==> config.mk <==
export PLATFORM = sky130hd
export DESIGN_NAME = eag_top
export DESIGN_NICKNAME = d
export VERILOG_FILES = /design/src/rtl/eag_pkg.sv /design/src/rtl/eag_top.sv
export VERILOG_INCLUDE_DIRS = /design/src /design/src/rtl
export SDC_FILE = /design/constraint.sdc
export NUM_CORES = 1
export LEC_CHECK = 0
export BUFFER_PORTS_ARGS = -buffer_cell sky130_fd_sc_hd__buf_4
export CAP_MARGIN = 0
export CORE_ASPECT_RATIO = 1.4
export CORE_MARGIN = 2
export CORE_UTILIZATION = 45
export DETAILED_ROUTE_END_ITERATION = 12
export MAX_ROUTING_LAYER = met4
export PLACE_DENSITY = 0.69
export SYNTH_ARGS = -nofsm -noshare
export SYNTH_HDL_FRONTEND = slang
export SYNTH_SLANG_ARGS = --single-unit
==> constraint.sdc <==
create_clock -name ref_clk -period 3.04 [get_ports ref_clk]
set_input_delay 0.304 -clock ref_clk [delete_from_list [all_inputs] [get_ports ref_clk]]
set_output_delay 0.304 -clock ref_clk [all_outputs]
set_load 0.005 [all_outputs]
==> src/rtl/eag_regs.svh <==
// Behaviour
// - Accumulator mode is a one-byte instruction acting on the accumulator, with no operand or address fetch.
// - Immediate mode hands the second instruction byte straight out as the operand, with no memory access.
// - Absolute mode builds the address from the second byte (low) and third byte (high).
// - Zero page mode uses the second byte as the low address and forces the high byte to zero.
// - Indexed zero page adds the second byte to the chosen index and drops the carry, staying in page zero.
// - Indexed absolute adds X or Y to the 16-bit base taken from bytes two and three.
// - Implied mode takes its operand from the opcode alone and fetches no address bytes.
// - Relative mode adds the signed second byte (-128 to +127) to the program counter of the next instruction.
// - Indexed indirect adds byte two to X without carry, then reads the address low and high in page zero.
// - Indirect indexed reads a page-zero pointer, adds Y to its low byte and carries into the next byte.
// - Absolute indirect reads a 16-bit pointer's two bytes and loads them into the program counter.
`ifndef EAG_REGS_SVH
`define EAG_REGS_SVH
`define EAG_PAGE_ZERO 8'h00
`define EAG_ADDR_NONE 16'h0000
`define EAG_BYTE_NONE 8'h00
`define EAG_ZP_STEP 8'h01
`define EAG_PTR_STEP 16'h0001
`define EAG_SIGN_BIT 7
`endif

==> src/rtl/eag_pkg.sv <==
package eag_pkg;
  typedef enum logic [3:0] {
    EAG_ACC = 4'h0,
    EAG_IMM = 4'h1,
    EAG_ABS = 4'h2,
    EAG_ZPG = 4'h3,
    EAG_ZPX = 4'h4,
    EAG_ZPY = 4'h5,
    EAG_ABX = 4'h6,
    EAG_ABY = 4'h7,
    EAG_IMP = 4'h8,
    EAG_REL = 4'h9,
    EAG_INX = 4'hA,
    EAG_INY = 4'hB,
    EAG_IND = 4'hC
  } eag_mode_e;

  typedef enum logic [1:0] {
    EAG_IDLE = 2'h0,
    EAG_RD_LO = 2'h1,
    EAG_RD_HI = 2'h3,
    EAG_FIN = 2'h2
  } eag_state_e;

  typedef struct packed {
    eag_mode_e mode;
    logic [7:0] op2;
    logic [7:0] op3;
    logic [7:0] idx_x;
    logic [7:0] idx_y;
    logic [15:0] pc_next;
  } eag_req_s;

  typedef struct packed {
    logic done;
    logic [15:0] ea;
    logic [7:0] operand;
    logic use_operand;
    logic use_acc;
    logic pc_load;
  } eag_res_s;

  typedef struct packed {
    eag_state_e st;
    eag_req_s req;
    logic [7:0] lo;
    logic busy;
    logic mem_req;
    logic [15:0] mem_addr;
    eag_res_s res;
  } eag_st_s;
endpackage

==> src/rtl/eag_top.sv <==
`timescale 1ns/1ps
`include "eag_regs.svh"
module eag_top import eag_pkg::*; (
  input wire logic ref_clk,
  input wire logic rst_b,
  input wire logic start,
  input wire eag_req_s req,
  output logic busy,
  output logic mem_req,
  output logic [15:0] mem_addr,
  input wire logic mem_ack,
  input wire logic [7:0] mem_rdata,
  output eag_res_s res
);

  // ---------------------------------------------------------------
  // Helpers
  // ---------------------------------------------------------------
  // Pointer step that wraps inside page zero
  function automatic logic [15:0] zp_next(input logic [7:0] b);
    logic [7:0] n;
    n = b + `EAG_ZP_STEP;
    return {`EAG_PAGE_ZERO, n};
  endfunction

  eag_st_s s_r;
  eag_st_s s_nxt;
  logic [8:0] sum9;
  logic [7:0] idx_sel;
  logic [7:0] hi_sum;

  assign busy = s_r.busy;
  assign mem_req = s_r.mem_req;
  assign mem_addr = s_r.mem_addr;
  assign res = s_r.res;

  // ---------------------------------------------------------------
  // Next state
  // ---------------------------------------------------------------
  always_comb begin
    s_nxt = s_r;
    s_nxt.res.done = 1'b0;
    sum9 = {1'b0, s_r.lo} + {1'b0, s_r.req.idx_y};
    hi_sum = mem_rdata + {7'h00, sum9[8]};
    idx_sel = (req.mode == EAG_ZPY || req.mode == EAG_ABY) ? req.idx_y : req.idx_x;
    case (s_r.st)
      EAG_IDLE: begin
        if (start) begin
          s_nxt.req = req;
          s_nxt.res.ea = `EAG_ADDR_NONE;
          s_nxt.res.operand = `EAG_BYTE_NONE;
          s_nxt.res.use_operand = 1'b0;
          s_nxt.res.use_acc = 1'b0;
          s_nxt.res.pc_load = 1'b0;
          s_nxt.res.done = 1'b1;
          case (req.mode)
            EAG_ACC: begin
              s_nxt.res.use_acc = 1'b1;
            end
            EAG_IMM: begin
              s_nxt.res.operand = req.op2;
              s_nxt.res.use_operand = 1'b1;
            end
            EAG_ABS: begin
              s_nxt.res.ea = {req.op3, req.op2};
            end
            EAG_ZPG: begin
              s_nxt.res.ea = {`EAG_PAGE_ZERO, req.op2};
            end
            EAG_ZPX, EAG_ZPY: begin
              // Carry dropped by the 8-bit sum
              s_nxt.res.ea = {`EAG_PAGE_ZERO, 8'(req.op2 + idx_sel)};
            end
            EAG_ABX, EAG_ABY: begin
              // Full 16-bit add so page crossings carry
              s_nxt.res.ea = {req.op3, req.op2} + {`EAG_PAGE_ZERO, idx_sel};
            end
            EAG_IMP: begin
              s_nxt.res.ea = `EAG_ADDR_NONE;
            end
            EAG_REL: begin
              s_nxt.res.ea = req.pc_next + {{8{req.op2[`EAG_SIGN_BIT]}}, req.op2};
            end
            EAG_INX: begin
              s_nxt.res.done = 1'b0;
              s_nxt.busy = 1'b1;
              s_nxt.mem_req = 1'b1;
              s_nxt.mem_addr = {`EAG_PAGE_ZERO, 8'(req.op2 + req.idx_x)};
              s_nxt.st = EAG_RD_LO;
            end
            EAG_INY: begin
              s_nxt.res.done = 1'b0;
              s_nxt.busy = 1'b1;
              s_nxt.mem_req = 1'b1;
              s_nxt.mem_addr = {`EAG_PAGE_ZERO, req.op2};
              s_nxt.st = EAG_RD_LO;
            end
            EAG_IND: begin
              s_nxt.res.done = 1'b0;
              s_nxt.busy = 1'b1;
              s_nxt.mem_req = 1'b1;
              s_nxt.mem_addr = {req.op3, req.op2};
              s_nxt.st = EAG_RD_LO;
            end
            default: begin
              s_nxt.res.ea = `EAG_ADDR_NONE;
            end
          endcase
        end
      end
      EAG_RD_LO: begin
        if (mem_ack) begin
          s_nxt.lo = mem_rdata;
          s_nxt.st = EAG_RD_HI;
          if (s_r.req.mode == EAG_IND) begin
            // Pointer itself steps linearly to the next location
            s_nxt.mem_addr = s_r.mem_addr + `EAG_PTR_STEP;
          end else begin
            s_nxt.mem_addr = zp_next(s_r.mem_addr[7:0]);
          end
        end
      end
      EAG_RD_HI: begin
        if (mem_ack) begin
          s_nxt.mem_req = 1'b0;
          s_nxt.st = EAG_FIN;
          if (s_r.req.mode == EAG_INY) begin
            s_nxt.res.ea = {hi_sum, sum9[7:0]};
          end else begin
            s_nxt.res.ea = {mem_rdata, s_r.lo};
          end
          s_nxt.res.pc_load = (s_r.req.mode == EAG_IND);
        end
      end
      EAG_FIN: begin
        s_nxt.res.done = 1'b1;
        s_nxt.busy = 1'b0;
        s_nxt.st = EAG_IDLE;
      end
      default: begin
        s_nxt.st = EAG_IDLE;
        s_nxt.busy = 1'b0;
        s_nxt.mem_req = 1'b0;
      end
    endcase
  end

  always_ff @(posedge ref_clk or negedge rst_b) begin
    if (!rst_b) begin
      s_r <= '0;
    end else begin
      s_r <= s_nxt;
    end
  end

  logic idle_start;
  assign idle_start = start && !busy;
endmodule

==> results of run 1 <==
-- worst paths after layout --
path / from / cells after the start / slack, ns / to
min in group ref_clk: req[18] / 2 / 0.22 / s_r[72]$_DFFE_PN0P_
setup reg to reg: s_r[46]$_DFFE_PN0P_ / 18 / -0.04 / res[25]$_DFFE_PN0P_
hold reg to reg: res[2]$_DFFE_PN0P_ / 1 / 0.48 / res[2]$_DFFE_PN0P_
setup / recovery: s_r[46]$_DFFE_PN0P_ / 18 / -0.04 / res[25]$_DFFE_PN0P_
max in group asynchronous: rst_b / 1 / 2.37 / res[18]$_DFFE_PN0P_
hold / removal: rst_b / 1 / 0.10 / res[4]$_DFFE_PN0P_
-- per-layer routing --
metal	GRT usage (%)	part of all wire [%]	vias to the layer above
met1	32.3	40	2919
met5	-	0	-
li1	-	-	2784
met2	47.5	52	220
met3	3.27	4.0	62
met4	12.9	4.2	0
-- power groups by stage --
stage               Combinational (mW)  Clock (mW)  Sequential [mW]
detailed placement                2.52           0             1.55
finish                            3.25        1.18             1.55
global placement                  2.42           0             1.54
global route                      3.52        1.24             1.58
CTS                               2.95        1.20             1.53
floorplan                         1.89           0             1.42
-- state kept, by name, summed over array words and instances, names as in the netlist --
name / cells
res: 28
s_r: 22
mem_addr: 16
busy: 1
mem_req: 1
-- per-stage QoR --
stage	instance area, um^2	hold WS, ns	std cells
2_1_floorplan	6050	0.00841	704
3_3_place_gp	6870	0.460	955
3_5_place_dp	6870	0.476	955
4_1_cts	7460	0.137	997
5_1_grt	7600	0.181	1000
6_report	7600	0.104	1000
-- cell type report --
type,instances,area share [%]
multi-input combinational,547,52.6
sequential,68,22.4
timing repair buffer,167,16.6
clock buffer,12,3.51
tap,182,3.00
inverter,20,0.988
clock inverter,4,0.922
-- cell usage in the layout, fill, tap and decap left out, types with 18 or more instances in the layout --
cell     Yosys  routed
a21oi_1     56      53
buf_4       44     165
dfrtp_1     68      68
ha_1        47      44
inv_1       20      18
mux2_2      30      30
nand2_1     69      66
nor2_1      42      40
o21ai_0     53      47
xnor2_1     23      21
-- what timing repair did --
item | CTS | global route
buffers inserted | 26 | 3
resized for setup | 17 | 27
pin swaps | 16 | 25
setup endpoints to repair | 5 | 9
-- kinds of logic (layout without fill, tap and decap cells) --
logic type	Yosys count	count (layout)	share of synthesized area [%]
compound gates	228	228	24.7
simple gates	196	196	15.8
buf+inv	89	203	8.60
flops	68	68	28.1
fa+ha+maj	51	51	11.0
mux	37	37	6.74
xor+xnor	35	35	5.06
==> impl_metrics.toml, run 1 <==
[outcome]
outcome = "complete, but fails checks"
violations = "negative setup slack"

[sta]
max-slew-margin-rel_pct = 40.0
rsz0062_at_grt = "yes"
finalClockSkew_ns = 0.00618
layout_setup_ws_ns = -0.0387
setup-violations-final = 4
fin_crit_ns = 3.08
finalMaxSlewViolations = 0
fmax_mhz = 325
finalCritPeriodShare_pct = 101
hold_viol = 0
setup_tns_ns = -0.103
worstMarginPinSlew_ns = 0.899

[worst_setup_path]
path_delay_family = "adder cells"
slowest_delay_ns = 0.41
worstPathArrival_ns = 3.31
worstSetupPathType = "register to register"
crit_slowest_cell = "dfrtp_1"
worstPathRequired_ns = 3.27
end_kind = "register"
startpoint_type = "register"
critical_path.max_fanout = 3
path_cells = "ha_2 > inv_2 > fa_2 > nand2b_4 > a21oi_4 > o21ai_2 > nand2b_1 > a21o_1 > a21o_1 > ha_4 > ha_4 > nand3_4 > nor2_4 > nand3_2 > xnor2_1 > nand2_1 > o211ai_1 > o221a_2"
crit_buf_inv = 1

[routing]
detail_route.iter0.violations = 301
vias = 5985
via_per_inst = 5.99
totalWireLength_um = 19200
drc_errors = 0
drt_pass1_iterations = 6
avgRoutedWirePerCell_um = 19.2
postRouteAntennaNets = 0

[power_and_ir_drop]
combPwrFrac_pct = 54.4
p_clk_share_pct = 19.7
power_mw = 5.97
p_sw_mw = 2.32
p_leak_nw = 3.47
p_seq_share_pct = 25.9
vdd_drop_max_mv = 0.673
p_int_mw = 3.65
powerDensity_nw_per_um2 = 786
switching_share_pct = 38.9

[final_layout]
multiInputGateArea_um2 = 4000
num_antenna_cells = 0
utilization_pct = 57.3
drive_gt1_share_pct = 30.9
syn_to_final_growth_pct = 25.5
fin_nets = 928
num-fill-cells = 1234
final-seq-area_um2 = 1700

[clock_network]
htree_levels = 3
cts.sinks = 68
numCtsBuffers = 9
clk_pin_slew_ns = 0.06
clockBufferDepth = 2
cts_tree = "built"
root_buffer = "clkbuf_16"
postCtsHoldBufs = 0
clock_latency_ns = 0.34

[yosys]
ys_ff_latch = 68
synth.top_cells.by_area = "dfrtp_1, ha_1, mux2_2, buf_4, a21oi_1"
ys.flop_type = "dfrtp_1"
ys_seq_area_share_pct = 28.1
synth-edff-count = 0
synth_most_common_cell = "nand2_1"
yosys.area.top_type_share_pct = 28.1
syn_avg_cell_area_um2 = 8.60
netlist_top_cells_count = "nand2_1, dfrtp_1, a21oi_1"
yosysTopAreaCell = "dfrtp_1"
synthArstFlopShare_pct = 100
syn-num-nets = 819
ys_warn_count = 0
yosys.cell_types.count = 68
synth_cells = 704
syn-cell-area_um2 = 6050

[run]
drv_cap = 0

[placement]
numPortBuffers = 109
hpwl_um = 14300
post-place-ws_ns = -0.240
gp_congestion = 0.947

[global_routing]
grtUsageTotal_pct = 27.8
grt_overflow = 0
grt_pass1_wl_um = 30300
grt_max_degree = 69
grt_pass1_vias = 5967
antenna_found_initial = 0

[floorplan]
num_rows = 50
design.core.area_um2 = 13300
die-area_um2 = 14400
initial_core_util_pct = 45.6
ioPinCount = 110
die_x_um = 102
die_y_um = 141

[worst_hold_path]
hold_path.class = "primary input to async pin"
(Power assumes the default switching activity.)
==> run 2, diff against run 1 <==
--- a/config.mk
+++ b/config.mk
@@ -6,6 +6,7 @@
 export SDC_FILE = /design/constraint.sdc
 export NUM_CORES = 1
 export LEC_CHECK = 0
+export ABC_AREA = 1
 export BUFFER_PORTS_ARGS = -buffer_cell sky130_fd_sc_hd__buf_4
 export CAP_MARGIN = 0
 export CORE_ASPECT_RATIO = 1.4
==> run 2 against run 1 <==
The flow now finishes without violations. Hold slack worse by 0.019 ns. Synthesized cell count increased by 44%. Clock-buffer cell count unchanged. Core utilization down 5.0 points. Wire length grew 2.4%. Power decreased by 15%. Maximum frequency grew 11%. Largest cell class unchanged. Largest power group unchanged.
==> impl_metrics.toml, run 2 <==
[final_layout]
final-seq-area_um2 = 1700
layout_common_cells = "nand2_1, inv_1, buf_4"
num-fill-cells = 1521
design_area_um2 = 7520
fin_nets = 1192
syn_to_final_growth_pct = 14.3
drive_gt1_share_pct = 14.5
layout_commonest_cell = "nand2_1"
stdcell_count = 1271
multiInputGateArea_um2 = 3910
largest_register_ffs = 28
num_antenna_cells = 0

[routing]
dr.max_layer_used = "met4"
drt_pass1_iterations = 5
drc_errors = 0
wl_met2_um = 9530
vias = 6707
met1_length_um = 8350
wl_met3_um = 1030
detail_route.iter0.violations = 430
avgRoutedWirePerCell_um = 15.5
via_per_inst = 5.28
totalWireLength_um = 19700
postRouteAntennaNets = 0

[yosys]
yosysTopAreaCell = "dfrtp_1"
synth_most_common_cell = "nand2_1"
yosys.cell_types.count = 43
ys.flop_type = "dfrtp_1"
synth-edff-count = 0
netlist_top_cells_count = "nand2_1, inv_1, nand3_1"
synth_cells = 1014
ys_seq_area_share_pct = 25.9
synth.top_cells.by_area = "dfrtp_1, nand2_1, ha_1, inv_1, nand3_1"
synthArstFlopShare_pct = 100
ys_warn_count = 0
ys_ff_latch = 68
syn-cell-area_um2 = 6580
syn-num-nets = 1129
yosys.area.top_type_share_pct = 25.9
syn_avg_cell_area_um2 = 6.49

[power_and_ir_drop]
p_leak_nw = 4.04
power_mw = 5.07
vdd_drop_max_mv = 0.342
powerDensity_nw_per_um2 = 674

[worst_setup_path]
startpoint_type = "register"
worstPathArrival_ns = 3.02
reg2reg_to = "res[25]$_DFFE_PN0P_"
cpMostUsedCell = "a21oi_1"
critical_path.max_fanout = 5
slowest_delay_ns = 0.39
worstPathRequired_ns = 3.30
crit_slowest_cell = "fa_1"
worstSetupPathType = "register to register"
r2r_start = "s_r[46]$_DFFE_PN0P_"
rrSetupSlack_ns = 0.28
end_kind = "register"
r2r_cells = 16
path_cells = "ha_1 > inv_1 > fa_1 > inv_1 > nand4_1 > o211ai_1 > a21oi_1 > o21bai_1 > ha_1 > ha_1 > inv_1 > nor3_4 > nand3_1 > a21oi_1 > a21oi_1 > a21oi_1"

[sta]
hold_slack_ns = 0.0855
fmax_mhz = 362
hold_viol = 0
worstMarginPinSlew_ns = 0.882
finalCritPeriodShare_pct = 90.9
rsz0062_at_grt = "no"
setup_tns_ns = 0
fin_crit_ns = 2.76
max-slew-margin-rel_pct = 41.2
finalClockSkew_ns = 0.00838
finalMaxSlewViolations = 0
setup-violations-final = 0

[global_routing]
antenna_found_initial = 0
grt_max_degree = 69
grt_pass1_vias = 6336
grt_overflow = 0
grt_pass1_wl_um = 31900
grtUsageTotal_pct = 26.8

[clock_network]
root_buffer = "clkbuf_16"
numCtsBuffers = 9
postCtsHoldBufs = 0
clockBufferDepth = 2
clock_latency_ns = 0.33
cts_tree = "built"
clk_pin_slew_ns = 0.06
post_cts_buffers = 0
cts.sinks = 68
htree_levels = 3

[outcome]
outcome = "complete, no violations"

[floorplan]
design.core.area_um2 = 14400
die-area_um2 = 15600
die_x_um = 106
die_y_um = 147
num_rows = 52
ioPinCount = 110
initial_core_util_pct = 45.8

[run]
drv_cap = 0

[placement]
gp_congestion = 0.993
dpl.cell_count = 1255
numPortBuffers = 109
hpwl_um = 15900
dpl_cell_area_um2 = 7240

[worst_hold_path]
hold_path.class = "primary input to async pin"
## run 2: changes by cell type after synthesis, moves of 22 or more
| cell | previous run | this run |
|---|---|---|
| inv_1 | 20 | 143 |
| mux2_2 | 30 | 1 |
| nand2_1 | 69 | 285 |
| nand3_1 | 18 | 85 |
| nor2_1 | 42 | 76 |
| xnor2_1 | 23 | 1 |
## run 2: how the worst max path moves through the flow
stage | start | endpoint | cells past startpoint
after floorplan | req[50] | res[21]$_DFFE_PN0P_ | 19
after global placement | req[50] | res[25]$_DFFE_PN0P_ | 19
after detailed placement | req[50] | res[21]$_DFFE_PN0P_ | 19
after CTS | s_r[46]$_DFFE_PN0P_ | res[25]$_DFFE_PN0P_ | 16
after global routing | s_r[46]$_DFFE_PN0P_ | res[26]$_DFFE_PN0P_ | 17
final | s_r[46]$_DFFE_PN0P_ | res[25]$_DFFE_PN0P_ | 16
## run 2: layer usage
layer / vias to the layer above / track usage (%)
met5: - / -
met4: 0 / 11.5
met3: 49 / 3.64
met2: 214 / 44.5
met1: 3063 / 32.5
li1: 3381 / -
## run 2: final cells by class
class	count	share of cell area (%)
Multi-Input combinational cell	738	52.0
Sequential cell	68	22.6
Timing Repair Buffer	114	11.4
Inverter	146	7.29
Clock buffer	12	3.28
Tap cell	189	3.14
Clock inverter	4	0.333
## run 2: report_power, final
group / switching [mW] / internal, mW / leakage [nW] / total (mW)
clock network: 0.406 / 0.572 / 0.129 / 0.978
logic: 1.51 / 1.05 / 3.05 / 2.55
registers: 0.274 / 1.27 / 0.863 / 1.54
## run 2: cell families after synthesis
kind of cell / Yosys count / synth area share [%]
compound gates: 176 / 15.2
xor+xnor: 9 / 1.20
fa+ha+maj: 51 / 10.2
buf+inv: 208 / 14.8
flops: 68 / 25.9
mux: 1 / 0.171
simple gates: 501 / 32.6
## run 2: repair_timing
item	4_1_cts	5_1_grt
endpoints found under the hold margin	0	0
endpoints found under the setup margin	0	1
resized for setup	0	1
## run 2: metrics by stage
stage	setup slack, ns	util [%]
after global routing	0.0138	52.3
after global placement	0.297	50.4
final	0.278	52.3
after floorplan	0.523	-
after CTS	0.242	52.3
after detailed placement	0.171	50.4
## run 2: worst max-delay path: cells and delay by family (launching register included)
family	cells	cell delay, ns
compound gates	6	0.80
fa+ha+maj	4	0.88
flops	1	0.36
simple gates	3	0.44
buf+inv	3	0.22
